[config.mk]
export PLATFORM = sky130hd
export DESIGN_NAME = ifd_decoder
export DESIGN_NICKNAME = d
export VERILOG_FILES = /design/src/core/ifd_pkg.sv /design/src/core/ifd_decoder.sv
export SDC_FILE = /design/constraint.sdc
export NUM_CORES = 1
export LEC_CHECK = 0
export BUFFER_PORTS_ARGS = -buffer_cell sky130_fd_sc_hd__buf_2
export CAP_MARGIN = 25
export CORE_MARGIN = 4
export CORE_UTILIZATION = 35
export DETAILED_ROUTE_END_ITERATION = 6
export PLACE_DENSITY = 0.53
export SKIP_LAST_GASP = 1
export SLEW_MARGIN = 20
export SYNTH_ARGS = -nofsm -noshare
export SYNTH_HDL_FRONTEND = slang
export SYNTH_SLANG_ARGS = --single-unit
export TNS_END_PERCENT = 5
[constraint.sdc]
create_clock -name sys_clk -period 2.3 [get_ports sys_clk]
set_input_delay 0.575 -clock sys_clk [delete_from_list [all_inputs] [get_ports sys_clk]]
set_output_delay 0.575 -clock sys_clk [all_outputs]
set_load 0.005 [all_outputs]
[src/core/ifd_pkg.sv]
/*
  Shared constants and carriers for the instruction format decoder:
  opcode map, field positions, cycle counts and the fetch and dispatch structs.
  Assumes every user imports the whole package; nothing here holds state.
*/
package ifd_pkg;

  localparam int IFD_WORD_W = 24;
  localparam int IFD_OP_LSB = 16;

  // Opcodes with a fixed meaning
  localparam logic [7:0] IFD_OP_NOP      = 8'h00;
  localparam logic [7:0] IFD_OP_CALL_IND = 8'h01;
  localparam logic [7:0] IFD_OP_CALL_LNG = 8'h02;
  localparam logic [7:0] IFD_OP_GOTO_LNG = 8'h04;
  localparam logic [7:0] IFD_OP_GOTO_IND = 8'h05;
  localparam logic [7:0] IFD_OP_RETURN   = 8'h06;
  localparam logic [7:0] IFD_OP_INT_RET  = 8'h07;
  localparam logic [7:0] IFD_OP_BRA_UNC  = 8'h08;
  localparam logic [7:0] IFD_OP_BRA_COMP = 8'h09;
  localparam logic [7:0] IFD_OP_TBL_RD   = 8'h0A;
  localparam logic [7:0] IFD_OP_TBL_WR   = 8'h0B;
  localparam logic [7:0] IFD_OP_MOV_LNG  = 8'h0C;
  // Opcode ranges of the instruction classes
  localparam logic [7:0] IFD_OP_COND_LO  = 8'h30;
  localparam logic [7:0] IFD_OP_COND_HI  = 8'h3F;
  localparam logic [7:0] IFD_OP_DEFAULT_ACCUMULATOR_REG_LO  = 8'h40;
  localparam logic [7:0] IFD_OP_DEFAULT_ACCUMULATOR_REG_HI  = 8'h7F;
  localparam logic [7:0] IFD_OP_FILE_LO  = 8'h80;
  localparam logic [7:0] IFD_OP_FILE_HI  = 8'h9F;
  localparam logic [7:0] IFD_OP_BIT_LO   = 8'hA0;
  localparam logic [7:0] IFD_OP_BIT_HI   = 8'hAF;
  localparam logic [7:0] IFD_OP_LIT_LO   = 8'hB0;
  localparam logic [7:0] IFD_OP_LIT_HI   = 8'hBF;

  // Field positions inside a program word (low bit of each field); IFD_SKIP_POS is a bit of the opcode
  localparam int IFD_BASE_LSB  = 12;
  localparam int IFD_DMODE_LSB = 10;
  localparam int IFD_DST_LSB   = 6;
  localparam int IFD_SMODE_LSB = 4;
  localparam int IFD_SRC_LSB   = 0;
  localparam int IFD_FILE_LSB  = 0;
  localparam int IFD_DSEL_POS  = 13;
  localparam int IFD_BITL_LSB  = 13;
  localparam int IFD_BITB_LSB  = 6;
  localparam int IFD_L5_LSB    = 7;
  localparam int IFD_LDIFF_POS = 6;
  localparam int IFD_L12_LSB   = 4;
  localparam int IFD_TMODE_LSB = 14;
  localparam int IFD_SKIP_POS  = 3;

  // Instruction cycle counts
  localparam logic [1:0] IFD_CYC_ONE   = 2'h1;
  localparam logic [1:0] IFD_CYC_TWO   = 2'h2;
  localparam logic [1:0] IFD_CYC_THREE = 2'h3;

  typedef enum logic [1:0] {IFD_CAT_WB, IFD_CAT_BIT, IFD_CAT_LIT, IFD_CAT_CTRL} ifd_cat_t;

  typedef struct packed {
    logic                  valid;
    logic [IFD_WORD_W-1:0] word;
  } ifd_fetch_t;

  typedef struct packed {
    logic        valid;
    logic        nop;
    logic        ext;
    ifd_cat_t    cat;
    logic [7:0]  opcode;
    logic        byte_op;
    logic [3:0]  base_work_reg;
    logic [3:0]  source_work_reg;
    logic [1:0]  src_mode;
    logic [3:0]  dest_work_reg;
    logic [1:0]  dst_mode;
    logic [12:0] file_addr;
    logic        dest_is_file;
    logic [3:0]  bit_pos;
    logic        bit_indirect;
    logic [15:0] literal;
    logic [22:0] prog_addr;
    logic [1:0]  table_mode;
    logic [1:0]  cycles;
  } ifd_dec_t;

endpackage

[src/core/ifd_decoder.sv]
/*
  Instruction format decoder: splits program words into fields, joins two-word
  instructions and paces each instruction over one to three instruction cycles.
  Assumes the fetch unit and datapath run on sys_clk; cond_taken and skip_taken
  arrive in the cycle after the branch or skip was dispatched.
*/
`timescale 1ns/1ps
// Notes on behaviour
// - 24-bit word, top 8 bits are the opcode, the rest operand fields.
// - exactly three opcodes span two program words; all others one.
// - a two-word instruction takes its fields from both 24-bit words.
// - a second word alone has a zero opcode and runs as a no-operation.
// - one cycle normally; a taken test or PC change adds one or two NOP cycles.
// - branches, indirect jumps, table moves and returns take two or three cycles.
// - every instruction falls in word/byte, bit, literal or control class.
// - register word/byte ops give base, source and destination with modes.
// - file ops give a file address and a file-or-work_reg_zero target.
// - bit ops name a register or file; position literal or from base.
// - literal moves give a literal and the register or file to load.
// - literal arithmetic uses base and literal; destination only if different.
// - control ops give a program address and, for tables, the transfer mode.
// - taken skips cost two or three cycles; double-word moves cost two.
module ifd_decoder
  import ifd_pkg::*;
(
  input  wire logic       sys_clk,
  input  wire logic       resetn,
  input  wire ifd_fetch_t fetch,
  output logic            fetch_ready,
  input  wire logic       cond_taken,
  input  wire logic       skip_taken,
  output ifd_dec_t        dec
);

  typedef enum logic [1:0] {IFD_S_RUN, IFD_S_EXT, IFD_S_WAIT} ifd_state_t;
  ifd_state_t             state_r, state_nxt;
  logic [1:0]             wait_r, wait_nxt;
  logic [IFD_WORD_W-1:0]  head_r, head_nxt;
  logic                   kill_ext_r, kill_ext_nxt;
  logic                   kill_pend_r, kill_pend_nxt;
  logic                   ready_r, ready_nxt;
  ifd_dec_t               dec_r, dec_nxt;
  logic                   take;
  logic                   kill_now;
  logic [7:0]             op_in;

  function automatic logic two_word(input logic [7:0] op);
    two_word = (op == IFD_OP_CALL_LNG) || (op == IFD_OP_GOTO_LNG) || (op == IFD_OP_MOV_LNG);
  endfunction
  function automatic logic in_range(input logic [7:0] op, input logic [7:0] lo, input logic [7:0] hi);
    in_range = (op >= lo) && (op <= hi);
  endfunction

  // Class of an opcode; unknown codes below 8'h40 fall to control, others to word/byte handling
  function automatic ifd_cat_t cat_of(input logic [7:0] op);
    if (in_range(op, IFD_OP_BIT_LO, IFD_OP_BIT_HI))
      cat_of = IFD_CAT_BIT;
    else if (in_range(op, IFD_OP_LIT_LO, IFD_OP_LIT_HI) || op == IFD_OP_MOV_LNG)
      cat_of = IFD_CAT_LIT;
    else if (op < IFD_OP_DEFAULT_ACCUMULATOR_REG_LO)
      cat_of = IFD_CAT_CTRL;
    else
      cat_of = IFD_CAT_WB;
  endfunction

  // Own cycle count; conditional and skip extras come from the datapath later
  function automatic logic [1:0] cycles_of(input logic [7:0] op);
    case (op)
      IFD_OP_RETURN, IFD_OP_INT_RET:                  cycles_of = IFD_CYC_THREE;
      IFD_OP_CALL_IND, IFD_OP_GOTO_IND, IFD_OP_BRA_UNC,
      IFD_OP_BRA_COMP, IFD_OP_TBL_RD, IFD_OP_TBL_WR:  cycles_of = IFD_CYC_TWO;
      IFD_OP_CALL_LNG, IFD_OP_GOTO_LNG, IFD_OP_MOV_LNG: cycles_of = IFD_CYC_TWO;
      default:                                        cycles_of = IFD_CYC_ONE;
    endcase
  endfunction

  // Field split of one instruction; w2 is only read for two-word opcodes
  function automatic ifd_dec_t decode(input logic [IFD_WORD_W-1:0] w1, input logic [IFD_WORD_W-1:0] w2);
    ifd_dec_t   d;
    logic [7:0] op;
    d = '0;
    op = w1[IFD_OP_LSB +: 8];
    d.valid = 1'b1;
    d.nop = (op == IFD_OP_NOP);
    d.opcode = op;
    d.cat = cat_of(op);
    d.cycles = cycles_of(op);
    d.byte_op = op[0];
    case (d.cat)
      IFD_CAT_WB:
      begin
        if (in_range(op, IFD_OP_FILE_LO, IFD_OP_FILE_HI))
        begin
          d.file_addr = w1[IFD_FILE_LSB +: 13];
          d.dest_is_file = w1[IFD_DSEL_POS];
        end
        else
        begin
          d.base_work_reg = w1[IFD_BASE_LSB +: 4];
          d.dst_mode = w1[IFD_DMODE_LSB +: 2];
          d.dest_work_reg = w1[IFD_DST_LSB +: 4];
          d.src_mode = w1[IFD_SMODE_LSB +: 2];
          d.source_work_reg = w1[IFD_SRC_LSB +: 4];
        end
      end
      IFD_CAT_BIT:
      begin
        d.bit_pos = {op[2], w1[IFD_BITL_LSB +: 3]};
        d.bit_indirect = op[1];
        d.dest_is_file = op[0];
        d.file_addr = w1[IFD_FILE_LSB +: 13];
        d.source_work_reg = w1[IFD_SRC_LSB +: 4];
        d.src_mode = w1[IFD_SMODE_LSB +: 2];
        d.base_work_reg = w1[IFD_BITB_LSB +: 4]; // Supplies the bit index when indirect
      end
      IFD_CAT_LIT:
      begin
        if (op == IFD_OP_MOV_LNG)
        begin
          d.literal = w2[15:0];
          d.dest_work_reg = w1[IFD_SRC_LSB +: 4];
          d.ext = 1'b1;
        end
        else if (op[IFD_SKIP_POS])
        begin
          d.base_work_reg = w1[IFD_BASE_LSB +: 4];
          d.literal = {11'h000, w1[IFD_L5_LSB +: 5]};
          d.dest_work_reg = w1[IFD_LDIFF_POS] ? w1[IFD_SRC_LSB +: 4] : w1[IFD_BASE_LSB +: 4];
          d.dst_mode = w1[IFD_LDIFF_POS] ? w1[IFD_SMODE_LSB +: 2] : 2'h0;
        end
        else if (op[0])
        begin
          d.literal = {13'h0000, w1[IFD_BITL_LSB +: 3]};
          d.file_addr = w1[IFD_FILE_LSB +: 13];
          d.dest_is_file = 1'b1;
        end
        else
        begin
          d.literal = {4'h0, w1[IFD_L12_LSB +: 12]};
          d.dest_work_reg = w1[IFD_SRC_LSB +: 4];
        end
      end
      default:
      begin
        d.source_work_reg = w1[IFD_SRC_LSB +: 4]; // Target register for indirect forms
        d.table_mode = w1[IFD_TMODE_LSB +: 2];
        if (two_word(op))
        begin
          d.prog_addr = {w2[6:0], w1[15:0]};
          d.ext = 1'b1;
        end
        else
          d.prog_addr = {7'h00, w1[15:0]};
      end
    endcase
    decode = d;
  endfunction

  // A dispatch slot that does nothing, used for extra cycles and killed words
  function automatic ifd_dec_t nop_slot();
    ifd_dec_t d;
    d = '0;
    d.valid = 1'b1;
    d.nop = 1'b1;
    d.cat = IFD_CAT_CTRL;
    d.cycles = IFD_CYC_ONE;
    nop_slot = d;
  endfunction

  assign take = fetch.valid && ready_r;
  assign op_in = fetch.word[IFD_OP_LSB +: 8];
  // A taken condition or skip voids the next word fetched, even if it is late
  assign kill_now = kill_pend_r || cond_taken || skip_taken;

  // Sequencer next state
  always_comb
  begin
    state_nxt = state_r;
    wait_nxt = wait_r;
    head_nxt = head_r;
    kill_ext_nxt = kill_ext_r;
    kill_pend_nxt = kill_pend_r || cond_taken || skip_taken;
    dec_nxt = '0;
    case (state_r)
      IFD_S_RUN:
      begin
        if (take)
        begin
          kill_pend_nxt = 1'b0;
          if (two_word(op_in))
          begin
            head_nxt = fetch.word;
            kill_ext_nxt = kill_now;
            state_nxt = IFD_S_EXT;
            if (kill_now)
              dec_nxt = nop_slot();
          end
          else if (kill_now)
            dec_nxt = nop_slot();
          else
          begin
            dec_nxt = decode(fetch.word, '0);
            if (dec_nxt.cycles != IFD_CYC_ONE)
            begin
              wait_nxt = dec_nxt.cycles - IFD_CYC_ONE;
              state_nxt = IFD_S_WAIT;
            end
          end
        end
      end
      IFD_S_EXT:
      begin
        if (take)
        begin
          // The head's own slot was this word's fetch, so no further wait
          dec_nxt = kill_ext_r ? nop_slot() : decode(head_r, fetch.word);
          kill_ext_nxt = 1'b0; // A kill arriving now stays pending for the next word
          state_nxt = IFD_S_RUN;
        end
      end
      IFD_S_WAIT:
      begin
        dec_nxt = nop_slot();
        wait_nxt = wait_r - IFD_CYC_ONE;
        if (wait_r == IFD_CYC_ONE)
          state_nxt = IFD_S_RUN;
      end
      default:
        state_nxt = IFD_S_RUN;
    endcase
    ready_nxt = (state_nxt != IFD_S_WAIT);
  end

  // Sequencer registers
  always_ff @(posedge sys_clk or negedge resetn)
  begin
    if (!resetn)
    begin
      state_r <= IFD_S_RUN;
      wait_r <= 2'h0;
      head_r <= '0;
      kill_ext_r <= 1'b0;
      kill_pend_r <= 1'b0;
      ready_r <= 1'b0;
      dec_r <= '0;
    end
    else
    begin
      state_r <= state_nxt;
      wait_r <= wait_nxt;
      head_r <= head_nxt;
      kill_ext_r <= kill_ext_nxt;
      kill_pend_r <= kill_pend_nxt;
      ready_r <= ready_nxt;
      dec_r <= dec_nxt;
    end
  end

  assign fetch_ready = ready_r;
  assign dec = dec_r;

  // Checks next to the logic they guard
  opcode_field_a: assert property (@(posedge sys_clk) disable iff (!resetn)
    (state_r == IFD_S_RUN && take && !kill_now && !two_word(op_in))
      |=> (dec_r.valid && dec_r.opcode == $past(op_in)))
    else $error("dispatched opcode differs from word top byte");
  head_hold_a: assert property (@(posedge sys_clk) disable iff (!resetn)
    (state_r == IFD_S_RUN && take && !kill_now && two_word(op_in))
      |=> (!dec_r.valid && state_r == IFD_S_EXT && fetch_ready))
    else $error("two-word head was dispatched alone");
  pair_join_a: assert property (@(posedge sys_clk) disable iff (!resetn)
    (state_r == IFD_S_EXT && take && !kill_ext_r)
      |=> (dec_r.ext && dec_r.cycles == IFD_CYC_TWO && dec_r.opcode == $past(head_r[IFD_OP_LSB +: 8])))
    else $error("two-word instruction not joined");
  zero_op_nop_a: assert property (@(posedge sys_clk) disable iff (!resetn)
    (dec_r.valid && dec_r.opcode == IFD_OP_NOP) |-> dec_r.nop)
    else $error("zero opcode not executed as nop");
  two_cycle_a: assert property (@(posedge sys_clk) disable iff (!resetn)
    (dec_r.valid && !dec_r.nop && !dec_r.ext && dec_r.cycles == IFD_CYC_TWO)
      |-> (!fetch_ready ##1 (dec_r.nop && fetch_ready)))
    else $error("two-cycle instruction lacks one nop slot");
  return_three_a: assert property (@(posedge sys_clk) disable iff (!resetn)
    (dec_r.valid && !dec_r.nop && dec_r.cycles == IFD_CYC_THREE)
      |-> !fetch_ready ##1 (dec_r.valid && dec_r.nop && !fetch_ready) ##1 (dec_r.valid && dec_r.nop && fetch_ready))
    else $error("three-cycle instruction lacks two nop slots");
  kill_slot_a: assert property (@(posedge sys_clk) disable iff (!resetn)
    (state_r == IFD_S_RUN && take && kill_now) |=> (!dec_r.valid || dec_r.nop))
    else $error("word after taken skip or branch was executed");
  kill_pair_a: assert property (@(posedge sys_clk) disable iff (!resetn)
    (state_r == IFD_S_RUN && take && kill_now && two_word(op_in))
      |=> (state_r == IFD_S_EXT && kill_ext_r))
    else $error("skipped two-word instruction keeps its extension");
  bit_class_a: assert property (@(posedge sys_clk) disable iff (!resetn)
    (dec_r.valid && !dec_r.nop && dec_r.opcode >= IFD_OP_BIT_LO && dec_r.opcode <= IFD_OP_BIT_HI)
      |-> dec_r.cat == IFD_CAT_BIT)
    else $error("bit opcode placed in wrong class");

endmodule

==> qor.yml, run 1 <==
portBuffers: 121
crit_start: "head_r[22]"
routed.top_layer: "met5"
relSlewSlack_pct: 58.2
grt_pass1_wl_um: 29100
peakVddDrop_uv: 485
fin_crit_sh_pct: 93.5
critPathMaxFanout: 7
antenna_found_initial: 1
clock_latency_ns: 0.42
hold_viol: 0
vias: 5151
cts_sinks: 120
wl_um: 19000
switching_share_pct: 25.8
cts_setup_buffers: 0
p_comb_share_pct: 13.2
die_x_um: 136
track_usage_pct: 20.8
initial_utilization_pct: 36.0
dpl-instance-area_um2: 6990
p_seq_share_pct: 41.3
worstSetupPathType: "reg2reg"
fmax_mhz: 465
leakagePower_nw: 3.73
synth_area_um2: 5760
postRouteAntennaNets: 0
cap_violations: 0
hold_buffers: 0
cp-end-kind: "register"
yosysWarnings: 0
fp-row-count: 46
yosys-top-cells-area: "dfrtp_1 (52%), a22o_1 (7.1%), o21ai_0 (3.2%)"
design_area_um2: 7580
drc: 0
synth.avg_cell_area_um2: 11.1
p_sw_mw: 1.47
nFillCells: 1539
rsz0062_at_grt: "false"
synth_top_cell_by_area: "dfrtp_1"
synth-main-ff-cell: "dfrtp_1"
finalSetupViolations: 0
root_buffer: "clkbuf_16"
finClkSkew_ns: 0.00828
setup_ws_ns: 0.151
wl_met3_um: 1470
cts_buffers: 17
worstPathRequired_ns: 2.58
synth.most_common_cell: "dfrtp_1"
cp.arrival_ns: 2.43
cts_buffer_depth: 2
hp-class: "in2async"
grt_pass1_vias: 4992
clk_pin_slew_ns: 0.05
htreeDepth: 4
overflow: 0
async_reset_ff_share_pct: 100
tightestPinTransition_ns: 0.626
synth_edf_count: 0
ios: 122
first_pass_iters: 5
timing.rr.start: "head_r[22]"
synth_cell_types: 64
wire_per_inst_um: 21.0
drive_gt1_share_pct: 36.3
period_needed_ns: 2.15
p_int_mw: 4.22
nets: 713
die_area_um2: 18600
startpoint_type: "register"
syn_inst: 519
finalPower_mw: 5.68
synth_top_area_share_pct: 52.1
ys_seq_elements: 120
seqCellArea_um2: 3000
place_hpwl_um: 13600
status: "completed"
vias_per_cell: 5.69
n_antenna_cell: 0
ys_seq_area_share_pct: 52.1
die_height_um: 136
drtIter0Drc: 376
area_delta_synth_final_pct: 31.6
clock_power_share_pct: 45.5
met1_length_um: 8120
dp_slack_ns: -0.252
drv_slew: 0
cts_tree: "yes"
met2_length_um: 8960
multi_input_area_um2: 2510
gp_congestion: 0.921
powerDensity_nw_per_um2: 750
ys_top_cells_by_count: "dfrtp_1 (120), a22o_1 (47), o21ai_0 (37)"
syn_nets: 554
core_um2: 16000
grt_max_degree: 121
[layer usage]
| metal | track usage (%) | vias to the layer above |
|---|---|---|
| met2 | 32.6 | 270 |
| met3 | 4.77 | 35 |
| met5 | 0 | - |
| met1 | 28.4 | 2544 |
| met4 | 7.61 | 2 |
| li1 | - | 2300 |
[worst max-delay path: stages, from the launching register on]
cell	delay, ns
dfrtp_1	0.37
or4_1	0.61
buf_4	0.22
o21ai_0	0.29
a222oi_1	0.13
o32ai_1	0.40
[sequential cells by signal, summed over array words and instances (netlist names)]
signal / cells
head_r: 24
kill_ext_r: 1
kill_pend_r: 1
wait_r: 2
fetch_ready: 1
dec: 89
state_r: 2
[power by group through the flow]
stage                     sequential (mW)  combinational (mW)  clock (mW)
after CTS                            2.34               0.747        2.63
after floorplan                      2.32               0.424           0
after global routing                 2.36               0.827        2.75
after global placement               2.38               0.733           0
final                                2.35               0.752        2.58
after detailed placement             2.38               0.742           0
[logic make-up (layout without fill, tap and decap cells)]
| logic type | Yosys count | after routing | synth area share [%] |
|---|---|---|---|
| compound gates | 189 | 189 | 24.7 |
| flops | 120 | 120 | 52.1 |
| simple gates | 119 | 119 | 12.7 |
| buf+inv | 66 | 236 | 5.28 |
| mux | 19 | 19 | 3.97 |
| fa+ha+maj | 6 | 6 | 1.30 |
[path summary, 6_finish.rpt]
| check | depth (start not counted) | endpoint | slack (ns) |
|---|---|---|---|
| worst max-delay path | 5 | dec[66] | 0.15 |
| worst max register to register | 5 | dec[66] | 0.15 |
| worst min register to register | 2 | wait_r[1] | 0.56 |
| worst min-delay path | 2 | dec[24] | 0.25 |
| min in group sys_clk | 2 | dec[16] | 0.44 |
| max in group asynchronous | 2 | head_r[15] | 1.59 |
[layout make-up]
cell class	count	share of cell area, %
Inverter	18	0.891
Tap cell	216	3.56
Clock inverter	7	1.24
Multi-Input combinational cell	333	33.1
Timing Repair Buffer	188	15.1
Sequential cell	120	39.6
Clock buffer	23	6.43
[metrics by stage]
stage          hold slack [ns]  util [%]  cells  TNS [ns]
3_5_place_dp             0.561      43.7    875    -10.81
2_1_floorplan            0.279         -    519     -1.11
4_1_cts                  0.284      47.3    905         0
5_1_grt                  0.312      47.4    905         0
6_report                 0.249      47.4    905         0
3_3_place_gp             0.541      43.7    875     -8.89
[what timing repair did]
item,CTS,global route
setup endpoints to repair,7,7
cloned,0,0
resized for setup,1,2
pin swaps,0,1
[placed cells by master (no fill, tap or decap), types with 4 or more instances in the layout]
master and count:
nor2_1 15, nor2b_1 8, nor4_2 4, and3_1 5, a32o_1 8, mux2_4 7, nand3_1 4, nor3_1 9
clkbuf_16 17, mux2i_1 9, clkbuf_8 4, and2_1 19, inv_1 16, nand4_1 4, o22ai_1 20, nor4_1 4
a22o_1 47, a21oi_1 12, nand2_1 19, o21ai_0 37, buf_2 120, nand2b_1 5, a221oi_1 4, dfrtp_1 120
buf_4 65, ha_1 4, a311oi_1 4, a22oi_1 21, a31oi_1 5
Power figures use the tool's default switching activity.
==> inputs of run 2 (changes only) <==
Settings changed: ABC_AREA set to 1.
==> qor.yml, run 2 <==
initial_utilization_pct: 36.1  # +0.13 points
drive_gt1_share_pct: 22.7  # -14 points
grt_pass1_wl_um: 34900  # +20%
powerDensity_nw_per_um2: 746  # -0.46%
syn_inst: 837  # +61%
synth_compound_area_share_pct: 9.90  # -15 points
hold_viol: 0  # unchanged
place_hpwl_um: 16800  # +23%
status: "completed"
nets: 1021  # +43%
grt_max_degree: 53  # -56%
ff2ff_path_depth: 7  # +2
antenna_found_initial: 0  # -1
htreeDepth: 4  # unchanged
area_delta_synth_final_pct: 26.1
synth_top_family_by_area: "simple AND/OR/NAND/NOR gates"
wl_um: 22800  # +20%
cts_resized: 0  # -1
cts_buffer_depth: 2  # unchanged
peakVddDrop_uv: 514  # +6.0%
hold_buffers: 0  # unchanged
ys_seq_elements: 120  # unchanged
portBuffers: 121  # unchanged
vias_per_cell: 5.06  # -11%
postRouteAntennaNets: 0  # unchanged
fin_setup_tns_ns: 0  # unchanged
final_common_cell: "nand2_1"
dp_slack_ns: 0.0255  # +0.277 ns
cp-end-kind: "register"
synth.most_common_cell: "nand2_1"
async_reset_ff_share_pct: 100  # unchanged
worstPathRequired_ns: 2.64  # +0.06 ns
vias: 6183  # +20%
finalSetupViolations: 0  # unchanged
setup_ws_ns: 0.404  # +0.254 ns
yosysWarnings: 0  # unchanged
die_x_um: 142  # +4.4%
drtIter0Drc: 601  # +60%
synth_top_cell_by_area: "dfrtp_1"
synth_edf_count: 0  # unchanged
synth-main-ff-cell: "dfrtp_1"
core_um2: 17500  # +9.2%
ys_top_cells_by_count: "nand2_1 (271), dfrtp_1 (120), nand3_1 (93)"
worstSetupPathType: "reg2reg"
finalPower_mw: 5.94  # +4.6%
die_height_um: 142  # +4.4%
cts_buffers: 17  # unchanged
synth_area_um2: 6320  # +9.6%
relSlewSlack_pct: 65.5  # +7.2 points
critPathMaxFanout: 23  # +16
syn_nets: 872  # +57%
startpoint_type: "register"
root_buffer: "clkbuf_16"
drv_slew: 0  # unchanged
synth_xor_area_share_pct: 0  # unchanged
seqCellArea_um2: 3000  # unchanged
fmax_mhz: 527  # +13%
tightestPinTransition_ns: 0.518  # -0.109 ns
ios: 122  # unchanged
fp-row-count: 48  # +4.3%
multi_input_area_um2: 2790  # +11%
hp-class: "in2async"
gp_congestion: 0.972  # +5.6%
cts_setup_buffers: 0  # unchanged
cts_sinks: 120  # unchanged
track_usage_pct: 22.8  # +2.0 points
period_needed_ns: 1.90  # -0.254 ns
finClkSkew_ns: 0.00794  # -0.000339 ns
cts_tree: "yes"
overflow: 0  # unchanged
synthAdderAreaFrac_pct: 1.19  # -0.11 points
muxShareOfSynthArea_pct: 0  # -4.0 points
cp.arrival_ns: 2.23  # -0.20 ns
synth.avg_cell_area_um2: 7.55  # -32%
synth-simple-area-share_pct: 33.0  # +20 points
largest_register_ffs: 89  # unchanged
ys_seq_area_share_pct: 47.5  # -4.6 points
leakagePower_nw: 4.48  # +20%
first_pass_iters: 7  # +2
yosys-top-cells-area: "dfrtp_1 (48%), nand2_1 (16%), nand3_1 (7.4%)"
layout_common_cells: "nand2_1 (271), dfrtp_1 (120), buf_2 (120)"
grt_pass1_vias: 6117  # +23%
nFillCells: 1775  # +15%
drc: 0  # unchanged
wire_per_inst_um: 18.6  # -11%
synth_top_area_share_pct: 47.5  # -4.6 points
rsz0062_at_grt: "false"
n_antenna_cell: 0  # unchanged
synth_cell_types: 33  # -48%
die_area_um2: 20300  # +9.0%
fin_crit_sh_pct: 82.4  # -11 points
cap_violations: 0  # unchanged
clock_latency_ns: 0.42  # about the same
clk_pin_slew_ns: 0.05  # about the same
-- run 2: cell count changes after synthesis, moves of 20 or more --
| cell | change |
|---|---|
| nand2_1 | +252 |
| nand3_1 | +89 |
| clkbuf_1 | -20 |
| a22o_1 | -47 |
| nor2_1 | +54 |
| a22oi_1 | -20 |
| inv_1 | +60 |
| o21ai_0 | +31 |
-- run 2: logic make-up (layout without fill, tap and decap cells) --
logic type               Yosys count  after routing
adder cells (fa/ha/maj)            6              6
AND/OR/NAND/NOR                  474            474
AO/OA/AOI/OAI                    114            114
flip-flops                       120            120
buffers and inverters            123            284
-- run 2: critical path: stages (launching register included) --
cell	delay, ns
dfrtp_1	0.50
nand2_1	0.16
nor3_4	0.30
buf_12	0.22
nand4_1	0.10
nand2_1	0.09
nand2_1	0.26
nor2_1	0.18
-- run 2: per-layer routing --
layer	global-route usage, %	part of all wire, %	vias to the layer above
li1	-	-	2997
met1	30.4	44	2865
met2	36.0	46	276
met3	4.70	7.0	45
met4	10.1	3.0	0
met5	0	0	-
-- run 2: worst paths after layout --
| check | from | endpoint | slack, ns |
|---|---|---|---|
| worst max-delay path | state_r[0] | dec[24] | 0.40 |
| worst min-delay path | resetn | dec[74] | 0.11 |
| worst max register to register | state_r[0] | dec[24] | 0.40 |
| worst min register to register | wait_r[1] | wait_r[1] | 0.50 |
| max in group asynchronous | resetn | dec[50] | 1.55 |
| min in group sys_clk | fetch[3] | dec[23] | 0.40 |
-- run 2: layout make-up --
cell class	count	share of cell area [%]
multi-input combinational	594	35.0
clock buffer	21	5.65
inverter	89	4.22
sequential	120	37.7
clock inverter	10	1.30
tap	225	3.53
timing repair buffer	164	12.6
-- run 2: power by group --
group | internal, mW | leakage [nW] | switching, mW
Combinational | 0.331 | 2.55 | 0.706
Clock | 1.60 | 0.280 | 0.915
Sequential | 2.25 | 1.65 | 0.138
Total | 4.18 | 4.48 | 1.76
-- run 2: metrics by stage --
step | utilization (%) | cells | hold slack (ns) | cell area (um^2)
2_1_floorplan | - | 837 | 0.279 | 6320
3_3_place_gp | 42.4 | 1192 | 0.491 | 7410
3_5_place_dp | 42.4 | 1192 | 0.494 | 7410
4_1_cts | 45.6 | 1223 | 0.105 | 7970
5_1_grt | 45.6 | 1223 | 0.127 | 7970
6_report | 45.6 | 1223 | 0.106 | 7970
